`src/verilog/gpeh_pkg.sv`:
```
/*
 * Shared constants for the port E to H general-purpose I/O block: port widths, positions of each
 * port inside the flat pin vector, peripheral pin positions, register indices and byte addresses.
 * Assumes a 32-bit APB slave in which each register takes one aligned word.
 */
package gpeh_pkg;
   localparam int unsigned PORT_E_W = 8;
   localparam int unsigned PORT_F_W = 7;
   localparam int unsigned PORT_G_W = 3;
   localparam int unsigned PORT_H_W = 2;
   localparam int unsigned PIN_W = PORT_E_W + PORT_F_W + PORT_G_W + PORT_H_W;
   localparam int unsigned TIMER_A_W = 4;
   localparam int unsigned TIMER_B_W = 2;
   localparam int unsigned KEYPAD_W = 5;
   localparam int unsigned ADDR_W = 12;

   // Base of each port inside the flat pin vector.
   localparam int unsigned BASE_E = 0;
   localparam int unsigned BASE_F = BASE_E + PORT_E_W;
   localparam int unsigned BASE_G = BASE_F + PORT_F_W;
   localparam int unsigned BASE_H = BASE_G + PORT_G_W;

   // Peripheral pin positions inside their own ports; the keypad offsets are positions in the keypad enable vector.
   localparam int unsigned E_TX_BIT = 0;
   localparam int unsigned E_RX_BIT = 1;
   localparam int unsigned F_TIMER_A_LSB = 0;
   localparam int unsigned F_TIMER_B_LSB = 4;
   localparam int unsigned KEYPAD_G_LSB = 0;
   localparam int unsigned KEYPAD_H_LSB = 3;

   // Register indices; the byte address is four times the index.
   localparam logic [7:0] IDX_PORT_E_LATCH = 8'h08;
   localparam logic [7:0] IDX_PORT_F_LATCH = 8'h09;
   localparam logic [7:0] IDX_PORT_G_LATCH = 8'h0a;
   localparam logic [7:0] IDX_PORT_H_LATCH = 8'h0b;
   localparam logic [7:0] IDX_PORT_E_DIRECTION = 8'h0c;
   localparam logic [7:0] IDX_PORT_F_DIRECTION = 8'h0d;
   localparam logic [7:0] IDX_PORT_G_DIRECTION = 8'h0e;
   localparam logic [7:0] IDX_PORT_H_DIRECTION = 8'h0f;
   localparam logic [ADDR_W-1:0] ADDR_PORT_E_LATCH = {2'h0, IDX_PORT_E_LATCH, 2'h0};
   localparam logic [ADDR_W-1:0] ADDR_PORT_F_LATCH = {2'h0, IDX_PORT_F_LATCH, 2'h0};
   localparam logic [ADDR_W-1:0] ADDR_PORT_G_LATCH = {2'h0, IDX_PORT_G_LATCH, 2'h0};
   localparam logic [ADDR_W-1:0] ADDR_PORT_H_LATCH = {2'h0, IDX_PORT_H_LATCH, 2'h0};
   localparam logic [ADDR_W-1:0] ADDR_PORT_E_DIRECTION = {2'h0, IDX_PORT_E_DIRECTION, 2'h0};
   localparam logic [ADDR_W-1:0] ADDR_PORT_F_DIRECTION = {2'h0, IDX_PORT_F_DIRECTION, 2'h0};
   localparam logic [ADDR_W-1:0] ADDR_PORT_G_DIRECTION = {2'h0, IDX_PORT_G_DIRECTION, 2'h0};
   localparam logic [ADDR_W-1:0] ADDR_PORT_H_DIRECTION = {2'h0, IDX_PORT_H_DIRECTION, 2'h0};

   // Reset values.
   localparam logic [PIN_W-1:0] DIRECTION_RESET = 20'h00000;
   localparam logic [PIN_W-1:0] PIN_RESET = 20'h00000;
endpackage

```
`src/verilog/gpeh_ports.sv`:
```
/*
 * General-purpose I/O for ports E, F, G and H with an APB register slave, pin ownership by the
 * serial interface, timers A and B and the keypad interrupt logic, and three-stage pin sampling.
 * Assumes a 40 MHz i_clock, peripherals on the same clock, and pad logic that resolves each pin
 * from its output and output enable.
 */
// Our own choice: register access over APB.
// Overview of operation
// - Serial enable makes E1 the receive input and E0 the transmit output.
// - Serial-owned port E pins ignore direction for drive; direction still selects read source.
// - Direction bit one enables the pin driver; zero leaves the pin undriven input.
// - Reset clears all direction bits of ports E, F, G and H.
// - Port E data read gives latch where direction is one, pin otherwise.
// - Port F data read gives latch where direction is one, pin otherwise.
// - Port G data read gives latch where direction is one, pin otherwise.
// - Port H data read gives latch where direction is one, pin otherwise.
// - Data writes always update the latch; input pins read unchanged.
// - Reset leaves the port F, G and H latches untouched.
// - Ports F, G, H are 7, 3 and 2 bits, each bit latched.
// - Port F bits 3..0 serve timer A channels when selected, else GPIO.
// - Port F bits 5..4 serve timer B channels 1..0 when selected.
// - Timer-owned port F pins ignore direction for drive; direction still selects read.
// - Keypad enable on a port G pin makes it an input, overriding direction.
// - Keypad enable bits 4..3 turn port H pins into interrupt inputs.
`timescale 1ns/1ps
module gpeh_ports (
   input wire logic i_clock,
   input wire logic i_rst,
   input wire logic i_psel,
   input wire logic i_penable,
   input wire logic i_pwrite,
   input wire logic [gpeh_pkg::ADDR_W-1:0] i_paddr,
   input wire logic [31:0] i_pwdata,
   output logic [31:0] o_prdata,
   output logic o_pready,
   output logic o_pslverr,
   input wire logic [gpeh_pkg::PORT_E_W-1:0] i_port_e_pin,
   input wire logic [gpeh_pkg::PORT_F_W-1:0] i_port_f_pin,
   input wire logic [gpeh_pkg::PORT_G_W-1:0] i_port_g_pin,
   input wire logic [gpeh_pkg::PORT_H_W-1:0] i_port_h_pin,
   output logic [gpeh_pkg::PORT_E_W-1:0] o_port_e_out,
   output logic [gpeh_pkg::PORT_F_W-1:0] o_port_f_out,
   output logic [gpeh_pkg::PORT_G_W-1:0] o_port_g_out,
   output logic [gpeh_pkg::PORT_H_W-1:0] o_port_h_out,
   output logic [gpeh_pkg::PORT_E_W-1:0] o_port_e_oe,
   output logic [gpeh_pkg::PORT_F_W-1:0] o_port_f_oe,
   output logic [gpeh_pkg::PORT_G_W-1:0] o_port_g_oe,
   output logic [gpeh_pkg::PORT_H_W-1:0] o_port_h_oe,
   input wire logic i_serial_iface_enable,
   input wire logic i_serial_tx_data,
   output logic o_serial_rx_data,
   input wire logic [gpeh_pkg::TIMER_A_W-1:0] i_timer_a_edge_level_select,
   input wire logic [gpeh_pkg::TIMER_A_W-1:0] i_timer_a_oe,
   input wire logic [gpeh_pkg::TIMER_A_W-1:0] i_timer_a_out,
   output logic [gpeh_pkg::TIMER_A_W-1:0] o_timer_a_channel_pin,
   input wire logic [gpeh_pkg::TIMER_B_W-1:0] i_timer_b_edge_level_select,
   input wire logic [gpeh_pkg::TIMER_B_W-1:0] i_timer_b_oe,
   input wire logic [gpeh_pkg::TIMER_B_W-1:0] i_timer_b_out,
   output logic [gpeh_pkg::TIMER_B_W-1:0] o_timer_b_channel_pin,
   input wire logic [gpeh_pkg::KEYPAD_W-1:0] i_keypad_irq_enable,
   output logic [gpeh_pkg::KEYPAD_W-1:0] o_keypad_wake_pins
);
   import gpeh_pkg::*;

   logic [PIN_W-1:0] direction;
   logic [PIN_W-1:0] latch;
   logic [PIN_W-1:0] sync_a;
   logic [PIN_W-1:0] sync_b;
   logic [PIN_W-1:0] sync_c;
   logic [PIN_W-1:0] level;
   logic [PIN_W-1:0] pin_oe;
   logic [PIN_W-1:0] pin_out;
   logic [PIN_W-1:0] next_pin_oe;
   logic [PIN_W-1:0] next_pin_out;
   logic [31:0] next_prdata;

   wire [PIN_W-1:0] pins_in = {i_port_h_pin, i_port_g_pin, i_port_f_pin, i_port_e_pin};

   // APB decode. The answer is registered, so every access phase lasts exactly one cycle.
   wire setup = i_psel & ~i_penable;
   wire access_done = i_psel & i_penable & o_pready;
   wire sel_e_latch = (i_paddr == ADDR_PORT_E_LATCH);
   wire sel_f_latch = (i_paddr == ADDR_PORT_F_LATCH);
   wire sel_g_latch = (i_paddr == ADDR_PORT_G_LATCH);
   wire sel_h_latch = (i_paddr == ADDR_PORT_H_LATCH);
   wire sel_e_dir = (i_paddr == ADDR_PORT_E_DIRECTION);
   wire sel_f_dir = (i_paddr == ADDR_PORT_F_DIRECTION);
   wire sel_g_dir = (i_paddr == ADDR_PORT_G_DIRECTION);
   wire sel_h_dir = (i_paddr == ADDR_PORT_H_DIRECTION);
   wire mapped = sel_e_latch | sel_f_latch | sel_g_latch | sel_h_latch |
                 sel_e_dir | sel_f_dir | sel_g_dir | sel_h_dir;
   wire write_done = access_done & i_pwrite;

   // Write masks over the flat vector; each register reaches only its own port's bits.
   wire [PIN_W-1:0] mask_e = {{(PIN_W-PORT_E_W){1'b0}}, {PORT_E_W{1'b1}}};
   wire [PIN_W-1:0] mask_f = {{(PIN_W-BASE_G){1'b0}}, {PORT_F_W{1'b1}}, {BASE_F{1'b0}}};
   wire [PIN_W-1:0] mask_g = {{PORT_H_W{1'b0}}, {PORT_G_W{1'b1}}, {BASE_G{1'b0}}};
   wire [PIN_W-1:0] mask_h = {{PORT_H_W{1'b1}}, {BASE_H{1'b0}}};
   wire [PIN_W-1:0] wdata_flat = {i_pwdata[PORT_H_W-1:0], i_pwdata[PORT_G_W-1:0],
                                  i_pwdata[PORT_F_W-1:0], i_pwdata[PORT_E_W-1:0]};
   wire [PIN_W-1:0] latch_wmask = {PIN_W{write_done}} &
      (({PIN_W{sel_e_latch}} & mask_e) | ({PIN_W{sel_f_latch}} & mask_f) |
       ({PIN_W{sel_g_latch}} & mask_g) | ({PIN_W{sel_h_latch}} & mask_h));
   wire [PIN_W-1:0] dir_wmask = {PIN_W{write_done}} &
      (({PIN_W{sel_e_dir}} & mask_e) | ({PIN_W{sel_f_dir}} & mask_f) |
       ({PIN_W{sel_g_dir}} & mask_g) | ({PIN_W{sel_h_dir}} & mask_h));

   // A pin reads its latch when its direction bit is set, its sampled level otherwise.
   wire [PIN_W-1:0] read_view = (direction & latch) | (~direction & level);
   wire [PORT_E_W-1:0] read_e = read_view[BASE_E +: PORT_E_W];
   wire [PORT_F_W-1:0] read_f = read_view[BASE_F +: PORT_F_W];
   wire [PORT_G_W-1:0] read_g = read_view[BASE_G +: PORT_G_W];
   wire [PORT_H_W-1:0] read_h = read_view[BASE_H +: PORT_H_W];

   always_comb begin
      next_prdata = 32'h00000000;
      if (setup && !i_pwrite) begin
         if (sel_e_latch) begin
            next_prdata = {24'h000000, read_e};
         end else if (sel_f_latch) begin
            next_prdata = {25'h0000000, read_f};
         end else if (sel_g_latch) begin
            next_prdata = {29'h00000000, read_g};
         end else if (sel_h_latch) begin
            next_prdata = {30'h00000000, read_h};
         end else if (sel_e_dir) begin
            next_prdata = {24'h000000, direction[BASE_E +: PORT_E_W]};
         end else if (sel_f_dir) begin
            next_prdata = {25'h0000000, direction[BASE_F +: PORT_F_W]};
         end else if (sel_g_dir) begin
            next_prdata = {29'h00000000, direction[BASE_G +: PORT_G_W]};
         end else if (sel_h_dir) begin
            next_prdata = {30'h00000000, direction[BASE_H +: PORT_H_W]};
         end
      end
   end

   always_ff @(posedge i_clock or posedge i_rst) begin
      if (i_rst) begin
         o_pready <= 1'b0;
         o_pslverr <= 1'b0;
         o_prdata <= 32'h00000000;
      end else begin
         o_pready <= setup;
         o_pslverr <= setup & ~mapped;
         o_prdata <= next_prdata;
      end
   end

   always_ff @(posedge i_clock or posedge i_rst) begin
      if (i_rst) begin
         direction <= DIRECTION_RESET;
      end else begin
         direction <= (direction & ~dir_wmask) | (wdata_flat & dir_wmask);
      end
   end

   // The latches carry no reset, so their contents survive a system reset.
   always_ff @(posedge i_clock) begin
      latch <= (latch & ~latch_wmask) | (wdata_flat & latch_wmask);
   end

   // Three-stage sampling; a level change counts once the second and third stages agree.
   always_ff @(posedge i_clock or posedge i_rst) begin
      if (i_rst) begin
         sync_a <= PIN_RESET;
         sync_b <= PIN_RESET;
         sync_c <= PIN_RESET;
         level <= PIN_RESET;
      end else begin
         sync_a <= pins_in;
         sync_b <= sync_a;
         sync_c <= sync_b;
         level <= (sync_b & ~(sync_b ^ sync_c)) | (level & (sync_b ^ sync_c));
      end
   end

   // Pin ownership by the on-chip peripherals.
   wire [PIN_W-1:0] own_en = {i_keypad_irq_enable[KEYPAD_H_LSB +: PORT_H_W],
                              i_keypad_irq_enable[KEYPAD_G_LSB +: PORT_G_W],
                              1'b0, i_timer_b_edge_level_select,
                              i_timer_a_edge_level_select,
                              6'h00, i_serial_iface_enable, i_serial_iface_enable};
   wire [PIN_W-1:0] own_oe = {5'h00, 1'b0, i_timer_b_oe, i_timer_a_oe, 6'h00, 1'b0, 1'b1};
   wire [PIN_W-1:0] own_out = {5'h00, 1'b0, i_timer_b_out, i_timer_a_out, 6'h00, 1'b0, i_serial_tx_data};

   generate
      for (genvar i = 0; i < PIN_W; i++) begin : g_pin
         // An owned pin takes drive from its peripheral; otherwise the direction bit decides.
         assign next_pin_oe[i] = own_en[i] ? own_oe[i] : direction[i];
         // Data is forced low while undriven so that the pad never sees an unwritten latch.
         assign next_pin_out[i] = own_en[i] ? (own_oe[i] & own_out[i]) : (direction[i] & latch[i]);
      end
   endgenerate

   always_ff @(posedge i_clock or posedge i_rst) begin
      if (i_rst) begin
         pin_oe <= PIN_RESET;
         pin_out <= PIN_RESET;
      end else begin
         pin_oe <= next_pin_oe;
         pin_out <= next_pin_out;
      end
   end

   assign o_port_e_oe = pin_oe[BASE_E +: PORT_E_W];
   assign o_port_f_oe = pin_oe[BASE_F +: PORT_F_W];
   assign o_port_g_oe = pin_oe[BASE_G +: PORT_G_W];
   assign o_port_h_oe = pin_oe[BASE_H +: PORT_H_W];
   assign o_port_e_out = pin_out[BASE_E +: PORT_E_W];
   assign o_port_f_out = pin_out[BASE_F +: PORT_F_W];
   assign o_port_g_out = pin_out[BASE_G +: PORT_G_W];
   assign o_port_h_out = pin_out[BASE_H +: PORT_H_W];
   // Peripheral inputs see the filtered level whatever the direction bit holds.
   assign o_serial_rx_data = level[BASE_E + E_RX_BIT];
   assign o_timer_a_channel_pin = level[BASE_F + F_TIMER_A_LSB +: TIMER_A_W];
   assign o_timer_b_channel_pin = level[BASE_F + F_TIMER_B_LSB +: TIMER_B_W];
   assign o_keypad_wake_pins = {level[BASE_H +: PORT_H_W], level[BASE_G +: PORT_G_W]};

   AST_SERIAL_TX_DRIVES: assert property (@(posedge i_clock) disable iff (i_rst)
      (!$past(i_rst) && $past(i_serial_iface_enable)) |-> o_port_e_oe[E_TX_BIT] && !o_port_e_oe[E_RX_BIT] &&
      (o_port_e_out[E_TX_BIT] == $past(i_serial_tx_data)))
      else $error("serial pins not owned by the serial interface");

   AST_SERIAL_READ_DIR: assert property (@(posedge i_clock) disable iff (i_rst)
      (setup && !i_pwrite && sel_e_latch && i_serial_iface_enable && direction[E_RX_BIT])
      |=> o_prdata[E_RX_BIT] == $past(latch[E_RX_BIT]))
      else $error("port E read ignores direction while serial is on");

   AST_GPIO_DRIVE: assert property (@(posedge i_clock) disable iff (i_rst)
      (!$past(i_rst) && ($past(own_en) == 20'h00000)) |-> (pin_oe == $past(direction)) &&
      (pin_out == ($past(direction) & $past(latch))))
      else $error("free pin drive does not follow direction");

   AST_DIR_RESET: assert property (@(posedge i_clock)
      $fell(i_rst) |-> (direction == 20'h00000) && (pin_oe == 20'h00000))
      else $error("direction not cleared by reset");

   AST_READ_E: assert property (@(posedge i_clock) disable iff (i_rst)
      (access_done && !i_pwrite && sel_e_latch) |->
      o_prdata == {24'h000000, ($past(direction[7:0]) & $past(latch[7:0])) |
                   (~$past(direction[7:0]) & $past(level[7:0]))})
      else $error("port E read value wrong");

   AST_READ_F: assert property (@(posedge i_clock) disable iff (i_rst)
      (access_done && !i_pwrite && sel_f_latch) |->
      o_prdata == {25'h0000000, ($past(direction[14:8]) & $past(latch[14:8])) |
                   (~$past(direction[14:8]) & $past(level[14:8]))})
      else $error("port F read value wrong");

   AST_READ_GH: assert property (@(posedge i_clock) disable iff (i_rst)
      (access_done && !i_pwrite && (sel_g_latch || sel_h_latch)) |->
      o_prdata == (sel_g_latch ? {29'h00000000, $past(read_g)} : {30'h00000000, $past(read_h)}))
      else $error("port G or H read value wrong");

   AST_LATCH_WRITE: assert property (@(posedge i_clock) disable iff (i_rst)
      (write_done && sel_f_latch) |=> (latch[14:8] == $past(i_pwdata[6:0])) && $stable(level[14:8]) &&
      ((pin_oe[14:8] & ~$past(direction[14:8]) & ~$past(own_en[14:8])) == 7'h00))
      else $error("port F latch write lost");

   AST_TIMER_OWN: assert property (@(posedge i_clock) disable iff (i_rst)
      (!$past(i_rst) && $past(i_timer_a_edge_level_select[0]) && $past(i_timer_b_edge_level_select[1])) |->
      (o_port_f_oe[0] == $past(i_timer_a_oe[0])) && (o_port_f_oe[5] == $past(i_timer_b_oe[1])))
      else $error("timer pin drive not owned by timer");

   AST_KEYPAD_INPUT: assert property (@(posedge i_clock) disable iff (i_rst)
      $past(i_keypad_irq_enable) == 5'h1f |-> (o_port_g_oe == 3'h0) && (o_port_h_oe == 2'h0))
      else $error("keypad pin still driven");

   AST_PREADY_ONE: assert property (@(posedge i_clock) disable iff (i_rst)
      setup |=> o_pready ##1 !o_pready)
      else $error("pready not a single cycle");

   // Pad drive is registered once, so drive checks look one cycle back and skip the reset release.
   AST_SERIAL_OFF_GPIO: assert property (@(posedge i_clock) disable iff (i_rst)
      (!$past(i_rst) && !$past(i_serial_iface_enable)) |-> (o_port_e_oe[1:0] == $past(direction[1:0])))
      else $error("serial pins not released to port E");

   AST_E_UPPER_GPIO: assert property (@(posedge i_clock) disable iff (i_rst)
      !$past(i_rst) |-> (o_port_e_oe[7:2] == $past(direction[7:2])) &&
      (o_port_e_out[7:2] == ($past(direction[7:2]) & $past(latch[7:2]))))
      else $error("port E upper drive wrong");

   AST_F6_GPIO: assert property (@(posedge i_clock) disable iff (i_rst)
      !$past(i_rst) |-> (o_port_f_oe[6] == $past(direction[BASE_F + 6])))
      else $error("port F bit 6 drive wrong");

   AST_TIMER_A_DRIVE: assert property (@(posedge i_clock) disable iff (i_rst)
      !$past(i_rst) |-> (o_port_f_oe[3:0] == (($past(i_timer_a_edge_level_select) & $past(i_timer_a_oe)) |
      (~$past(i_timer_a_edge_level_select) & $past(direction[BASE_F +: TIMER_A_W])))))
      else $error("timer A drive enable wrong");

   AST_TIMER_A_OUT: assert property (@(posedge i_clock) disable iff (i_rst)
      !$past(i_rst) |-> (((o_port_f_out[3:0] ^ ($past(i_timer_a_oe) & $past(i_timer_a_out))) &
      $past(i_timer_a_edge_level_select)) == 4'h0))
      else $error("timer A pin value wrong");

   AST_TIMER_B_DRIVE: assert property (@(posedge i_clock) disable iff (i_rst)
      !$past(i_rst) |-> (o_port_f_oe[5:4] == (($past(i_timer_b_edge_level_select) & $past(i_timer_b_oe)) |
      (~$past(i_timer_b_edge_level_select) & $past(direction[BASE_F + F_TIMER_B_LSB +: TIMER_B_W])))))
      else $error("timer B drive enable wrong");

   AST_TIMER_B_OUT: assert property (@(posedge i_clock) disable iff (i_rst)
      !$past(i_rst) |-> (((o_port_f_out[5:4] ^ ($past(i_timer_b_oe) & $past(i_timer_b_out))) &
      $past(i_timer_b_edge_level_select)) == 2'h0))
      else $error("timer B pin value wrong");

   AST_TIMER_READ_DIR: assert property (@(posedge i_clock) disable iff (i_rst)
      (setup && !i_pwrite && sel_f_latch && i_timer_a_edge_level_select[0] && direction[BASE_F])
      |=> o_prdata[0] == $past(latch[BASE_F]))
      else $error("port F read ignores direction while timer owns");

   AST_KEYPAD_G_BIT: assert property (@(posedge i_clock) disable iff (i_rst)
      !$past(i_rst) |-> (o_port_g_oe == (~$past(i_keypad_irq_enable[2:0]) & $past(direction[BASE_G +: PORT_G_W]))))
      else $error("port G keypad override wrong");

   AST_KEYPAD_H_BIT: assert property (@(posedge i_clock) disable iff (i_rst)
      !$past(i_rst) |-> (o_port_h_oe == (~$past(i_keypad_irq_enable[4:3]) & $past(direction[BASE_H +: PORT_H_W]))))
      else $error("port H keypad override wrong");

   AST_DIR_WRITE_E: assert property (@(posedge i_clock) disable iff (i_rst)
      (write_done && sel_e_dir) |=> (direction[BASE_E +: PORT_E_W] == $past(i_pwdata[PORT_E_W-1:0])))
      else $error("port E direction write lost");

   AST_DIR_WRITE_F: assert property (@(posedge i_clock) disable iff (i_rst)
      (write_done && sel_f_dir) |=> (direction[BASE_F +: PORT_F_W] == $past(i_pwdata[PORT_F_W-1:0])))
      else $error("port F direction write lost");

   AST_DIR_WRITE_G: assert property (@(posedge i_clock) disable iff (i_rst)
      (write_done && sel_g_dir) |=> (direction[BASE_G +: PORT_G_W] == $past(i_pwdata[PORT_G_W-1:0])))
      else $error("port G direction write lost");

   AST_DIR_WRITE_H: assert property (@(posedge i_clock) disable iff (i_rst)
      (write_done && sel_h_dir) |=> (direction[BASE_H +: PORT_H_W] == $past(i_pwdata[PORT_H_W-1:0])))
      else $error("port H direction write lost");

   AST_LATCH_WRITE_E: assert property (@(posedge i_clock) disable iff (i_rst)
      (write_done && sel_e_latch) |=> (latch[BASE_E +: PORT_E_W] == $past(i_pwdata[PORT_E_W-1:0])))
      else $error("port E latch write lost");

   AST_LATCH_WRITE_G: assert property (@(posedge i_clock) disable iff (i_rst)
      (write_done && sel_g_latch) |=> (latch[BASE_G +: PORT_G_W] == $past(i_pwdata[PORT_G_W-1:0])))
      else $error("port G latch write lost");

   AST_LATCH_WRITE_H: assert property (@(posedge i_clock) disable iff (i_rst)
      (write_done && sel_h_latch) |=> (latch[BASE_H +: PORT_H_W] == $past(i_pwdata[PORT_H_W-1:0])))
      else $error("port H latch write lost");

   AST_UNMAPPED_IGNORED: assert property (@(posedge i_clock) disable iff (i_rst)
      (write_done && !mapped) |=> $stable(direction) && $stable(latch))
      else $error("unmapped write changed a register");

   AST_PSLVERR_MAP: assert property (@(posedge i_clock) disable iff (i_rst)
      setup |=> (o_pslverr == !$past(mapped)))
      else $error("pslverr does not match the address map");

   AST_PREADY_CAUSE: assert property (@(posedge i_clock) disable iff (i_rst)
      o_pready |-> $past(setup))
      else $error("pready without a setup cycle");

   AST_PRDATA_IDLE: assert property (@(posedge i_clock) disable iff (i_rst)
      !o_pready |-> (o_prdata == 32'h00000000))
      else $error("read data not zero outside the access cycle");

   AST_LEVEL_TAKE: assert property (@(posedge i_clock) disable iff (i_rst)
      !$past(i_rst) |-> (((level ^ $past(sync_b)) & ~$past(sync_b ^ sync_c)) == 20'h00000))
      else $error("agreeing pin samples not taken");

   AST_LEVEL_HOLD: assert property (@(posedge i_clock) disable iff (i_rst)
      !$past(i_rst) |-> (((level ^ $past(level)) & $past(sync_b ^ sync_c)) == 20'h00000))
      else $error("pin level moved on disagreeing samples");
endmodule

```
`config.mk`:
```
export PLATFORM = sky130hd
export DESIGN_NAME = gpeh_ports
export DESIGN_NICKNAME = d
export VERILOG_FILES = /design/src/verilog/gpeh_pkg.sv /design/src/verilog/gpeh_ports.sv
export SDC_FILE = /design/constraint.sdc
export NUM_CORES = 1
export LEC_CHECK = 0
export BUFFER_PORTS_ARGS = -buffer_cell sky130_fd_sc_hd__buf_2
export CORE_MARGIN = 2
export CORE_UTILIZATION = 40
export DETAILED_ROUTE_END_ITERATION = 7
export GPL_TIMING_DRIVEN = 1
export PLACE_DENSITY_LB_ADDON = 0.05
export SKIP_LAST_GASP = 1
export SYNTH_ARGS = -nofsm -noshare
export SYNTH_HDL_FRONTEND = slang
export SYNTH_SLANG_ARGS = --single-unit
```
`constraint.sdc`:
```
create_clock -name i_clock -period 11.1 [get_ports i_clock]
set_input_delay 1.665 -clock i_clock [delete_from_list [all_inputs] [get_ports i_clock]]
set_output_delay 1.665 -clock i_clock [all_outputs]
set_load 0.02 [all_outputs]
```
* After elaboration in Yosys (flattened, before gate mapping)
Cells that the tools add are included.
** Storage, ports and cells
- Logic and storage cells :: 121
- Bits in registers :: 194
- Output and inout port bits :: 86
- Memories :: 0
- Memory bits (writable) :: 0
- Bits in latches :: 0
- ROM bits :: 0
** Cells by class
- Reductions and logical operators :: 2
- Bitwise logic cells :: 65
- Shift operators :: 0
- Muxes and demuxes :: 35
- Add/sub/neg operators :: 0
- Divide/modulo/power cells :: 0
- $lt $le $gt $ge :: 0
- Multiply operators :: 0
- Equality and inequality tests :: 8
** Operators by type and width (number)
- 2-to-1 mux 32 bit :: 8
- AND 20 bit :: 10
- == test 12 x 6 -> 1 bit (second input constant) :: 8
- inverter 20 bit :: 4
- bitwise OR 20 bit :: 4
- bitwise OR 18 x 20 -> 20 bit :: 2
- bitwise OR 15 x 18 -> 18 bit :: 2
- AND 1 bit :: 31
- bitwise OR 8 x 15 -> 15 bit :: 2
- 2-to-1 mux 1 bit :: 26
- XOR 20 bit :: 1
- bitwise OR 1 bit :: 7
- 2-to-1 mux 2 bit :: 1
- inverter 1 bit :: 2
- logical AND 1 bit :: 1
- zero test 1 bit :: 1

* Logic depth before layout (Yosys ltp)
- Depth after elaboration :: 10
- Depth in mapped cells :: 6
- Mapped depth without buffers :: 4

* Worst setup path before layout
No wires, ideal clock.
- Kind :: input port to flip-flop
- Start point :: input i_paddr[11] (netlist name)
- End point :: register o_prdata[0]
- Stages :: 4
- Path buffers :: 0
- Path slack :: 7.835 ns
- Data arrival time :: 3.164 ns
- Cells stage by stage :: or4_1 or4_4 nand2b_4 o32ai_1
** On the way
- Longest elaborated chain between the ends :: 10
- Elaborated cells on any way between the ends :: 17
- Those cells by class :: eq/ne (8); mux (9)
** Ends and longest elaborated chain
- start, declared :: line gpeh_ports.sv:32 : input wire logic [gpeh_pkg::ADDR_W-1:0] i_paddr,
- == test 12 x 6 -> 1 bit :: line gpeh_ports.sv:89 : wire sel_h_dir = (i_paddr == ADDR_PORT_H_DIRECTION);
- 2-to-1 mux 2 bit :: line gpeh_ports.sv:132 : end else if (sel_h_dir) begin
- 2-to-1 mux 32 bit :: line gpeh_ports.sv:130 : end else if (sel_g_dir) begin
- 2-to-1 mux 32 bit :: line gpeh_ports.sv:128 : end else if (sel_f_dir) begin
- 2-to-1 mux 32 bit :: line gpeh_ports.sv:126 : end else if (sel_e_dir) begin
- 2-to-1 mux 32 bit :: line gpeh_ports.sv:124 : end else if (sel_h_latch) begin
- 2-to-1 mux 32 bit :: line gpeh_ports.sv:122 : end else if (sel_g_latch) begin
- 2-to-1 mux 32 bit :: line gpeh_ports.sv:120 : end else if (sel_f_latch) begin
- 2-to-1 mux 32 bit * :: line gpeh_ports.sv:118 : if (sel_e_latch) begin
- 2-to-1 mux 32 bit * :: line gpeh_ports.sv:117 : if (setup && !i_pwrite) begin
- net next_prdata[0] :: line gpeh_ports.sv:75 : logic [31:0] next_prdata;
- end signal, assigned :: line gpeh_ports.sv:146 : o_prdata <= next_prdata;
- end, declared :: line gpeh_ports.sv:34 : output logic [31:0] o_prdata,
Mark *: on every way through the listed nets, which the timed path passes. The rest lies on a longest branch.

==> results_dict.tcl <==
set metrics [dict create \
    outcome "finished, final reports clean" \
    worst_ir_drop_vdd_mv 0.109 \
    post_cts.resized_instances 0 \
    final_max_slew_viol_count 0 \
    synth_warnings 0 \
    final_min_period_over_clock_period_pct 31.4 \
    cp_max_fo 6 \
    timing.max_cap.violations 0 \
    setup-tns-final_ps 0 \
    crit-reg2reg-launch "o_pready" \
    die_y_um 127 \
    worstPathRequired_ps 11410 \
    hold_wc_path_type "reg2reg" \
    design.core.area_mm2 0.0150 \
    synth_seq_cells 170 \
    stdcell_count 745 \
    timing.critical_path.arrival_ps 3800 \
    standby_leakage_power_uw 0.00350 \
    synthesis.instances 411 \
    placement.io_buffers 131 \
    gr-total-overflow 0 \
    synth_area_mm2 0.00609 \
    detail_route.iter0.violations 177 \
    finish.net_count 638 \
    synth_ff_type "dfrtp_1" \
    clock-skew-final_ps 9.70 \
    fp.dieW_um 127 \
    drc 0 \
    initial_core_util_pct 40.5 \
    netlist-cell-type-count 43 \
    grt_pass1_vias 3674 \
    cts.root.buffer_cell "clkbuf_16" \
    dp_hpwl_mm 8.50 \
    min_period_ps 3490 \
    cts_max_level 4 \
    clock_latency_ps 420 \
    cp-startpoint "i_paddr[11]" \
    grt_start_max_net_pins 96 \
    row_count 45 \
    grt_pass1_wl_mm 19.7 \
    pin_count 180 \
    ys_seq_area_share_pct 71.5 \
    detail_routed_via_count_per_cell 4.74 \
    grt_use_total_pct 16.3 \
    timing.reg2reg.setup_slack_ps 8880 \
    vias 3530 \
    report.final.hold_viol_count 0 \
    rsz_0062_raised_after_global_routing "no" \
    maximum_root_to_sink_buffer_count 2 \
    setup_violations 0 \
    synth-async-reset-ratio_pct 88.2 \
    hold_buffers 0 \
    power_density_mw_per_mm2 176 \
    kind_of_start_point_of_the_critical_path "primary input" \
    cts_tree "yes" \
    fp.dieArea_mm2 0.0162 \
    timing_worst_slew_pin_value_ps 903 \
    cts_made_buffers 17 \
    syn_avg_cell_area_um2 14.8 \
    layout.cells.most_common "dfrtp_1" \
    wirelength_mm 12.4 \
    cts_sinks 170 \
    clkTransAtPathRegs_ps 60 \
    final_antenna_net_count 0 \
    placement.setup.worst_slack_ps 7190 \
    maxSlewHeadroom_pct 39.8 \
    globalplace.congestion 0.755 \
    antenna_found_initial 1 \
    place_inst 713 \
    mostFrequentLayoutCells "dfrtp_1, buf_2, mux2_2, conb_1, nand2_1" \
    r2r.worst_path.cells 4 \
    fmax_ghz 0.286 \
    worst_slack_ps 7610 \
    areaGrowthSynthToFinish_pct 20.8 \
    setup.worst_path.class "in2reg" \
    postCtsSetupBuffers 0 \
    route.detailed.wl_per_inst_um 16.7 \
    drt_pre_antenna_iters 4 \
    synth_edf_count 20 \
    insertedDiodeCount 0 \
    drive_above_1_share_pct 35.4 \
    worstSetupEndpointType "register" \
]
synthesized netlist by cell type (2+ instances only):
library cell	instances	area share (%)
o21ai_0	16	1.3
and2_1	15	1.5
nor2b_1	14	1.4
o32ai_1	2	0.29
a2111oi_0	2	0.29
maj3_1	20	3.3
nand3_1	8	0.66
nor3b_1	2	0.25
dfrtp_1	150	62
mux2_2	30	5.5
clkbuf_1	6	0.37
nor4_1	3	0.31
a21o_1	2	0.25
a21oi_1	8	0.66
nand4_1	3	0.31
or4_4	2	0.37
a221o_1	2	0.33
edfxtp_1	20	9.9
buf_4	35	4.3
a221oi_1	2	0.29
nand2b_1	5	0.51
inv_1	7	0.43
nor2_1	8	0.49
nand2_1	21	1.3
mux2i_1	7	1.1
nor3_1	3	0.25
o211ai_1	2	0.25
report_power, final:
part / total [µW] / leakage, µW / switching, µW / internal, µW
clock network: 560 / 0.000272 / 227 / 333
registers: 662 / 0.00208 / 10.7 / 651
logic: 76.9 / 0.00116 / 50.2 / 26.6
cells by family (layout without fill, tap and decap cells):
family | count (synthesis) | count (layout) | share of synthesized area [%]
buffers and inverters | 48 | 171 | 5.11
AO/OA/AOI/OAI | 42 | 42 | 4.50
other | 1 | 24 | 0.0615
multiplexers | 37 | 37 | 6.69
flip-flops | 170 | 170 | 71.5
adder cells (fa/ha/maj) | 20 | 20 | 3.29
AND/OR/NAND/NOR | 93 | 93 | 8.89
metal layers:
metal / GRT usage [%] / wire (µm) / vias up
met5: 0 / 0 / -
met4: 7.11 / 195 / 0
met3: 5.19 / 707 / 17
met2: 24.3 / 5760 / 110
met1: 22.1 / 5780 / 1764
li1: - / - / 1639
final cells by class:
| class | count | area (µm²) |
|---|---|---|
| inverter | 7 | 31.3 |
| sequential | 170 | 4350 |
| fill | 1330 | 7670 |
| clock buffer | 25 | 497 |
| multi-input combinational | 216 | 1510 |
| timing repair buffer | 132 | 663 |
| clock inverter | 7 | 65.1 |
| tap | 188 | 235 |
worst min path at each step:
| stage | start | endpoint | slack [ps] | depth (start not counted) |
|---|---|---|---|---|
| finish | sync_a[12] | sync_b[12] | 350 | 0 |
| global route | sync_a[1] | sync_b[1] | 350 | 0 |
| CTS | sync_a[1] | sync_b[1] | 350 | 0 |
| detailed placement | sync_a[12] | sync_b[12] | 330 | 0 |
| global placement | sync_a[1] | sync_b[1] | 330 | 0 |
| floorplan | sync_a[0] | sync_b[0] | 330 | 0 |
per-stage QoR:
| stage | hold slack [ps] | utilization (%) | area [µm²] | power (µW) |
|---|---|---|---|---|
| 3_3_place_gp | 333 | 45.2 | 6800 | 750 |
| 6_report | 347 | 49.0 | 7360 | 1300 |
| 4_1_cts | 349 | 49.0 | 7360 | 1310 |
| 5_1_grt | 351 | 49.0 | 7360 | 1350 |
| 3_5_place_dp | 335 | 45.2 | 6800 | 752 |
| 2_1_floorplan | 331 | - | 6180 | 729 |
critical path, cell delays in order:
cell     delay [ps]
buf_2           100
nor4_1          550
nand3_1         360
nor4_1          720
mux2_2          400
No activity file was read; power rests on OpenSTA's default activity.
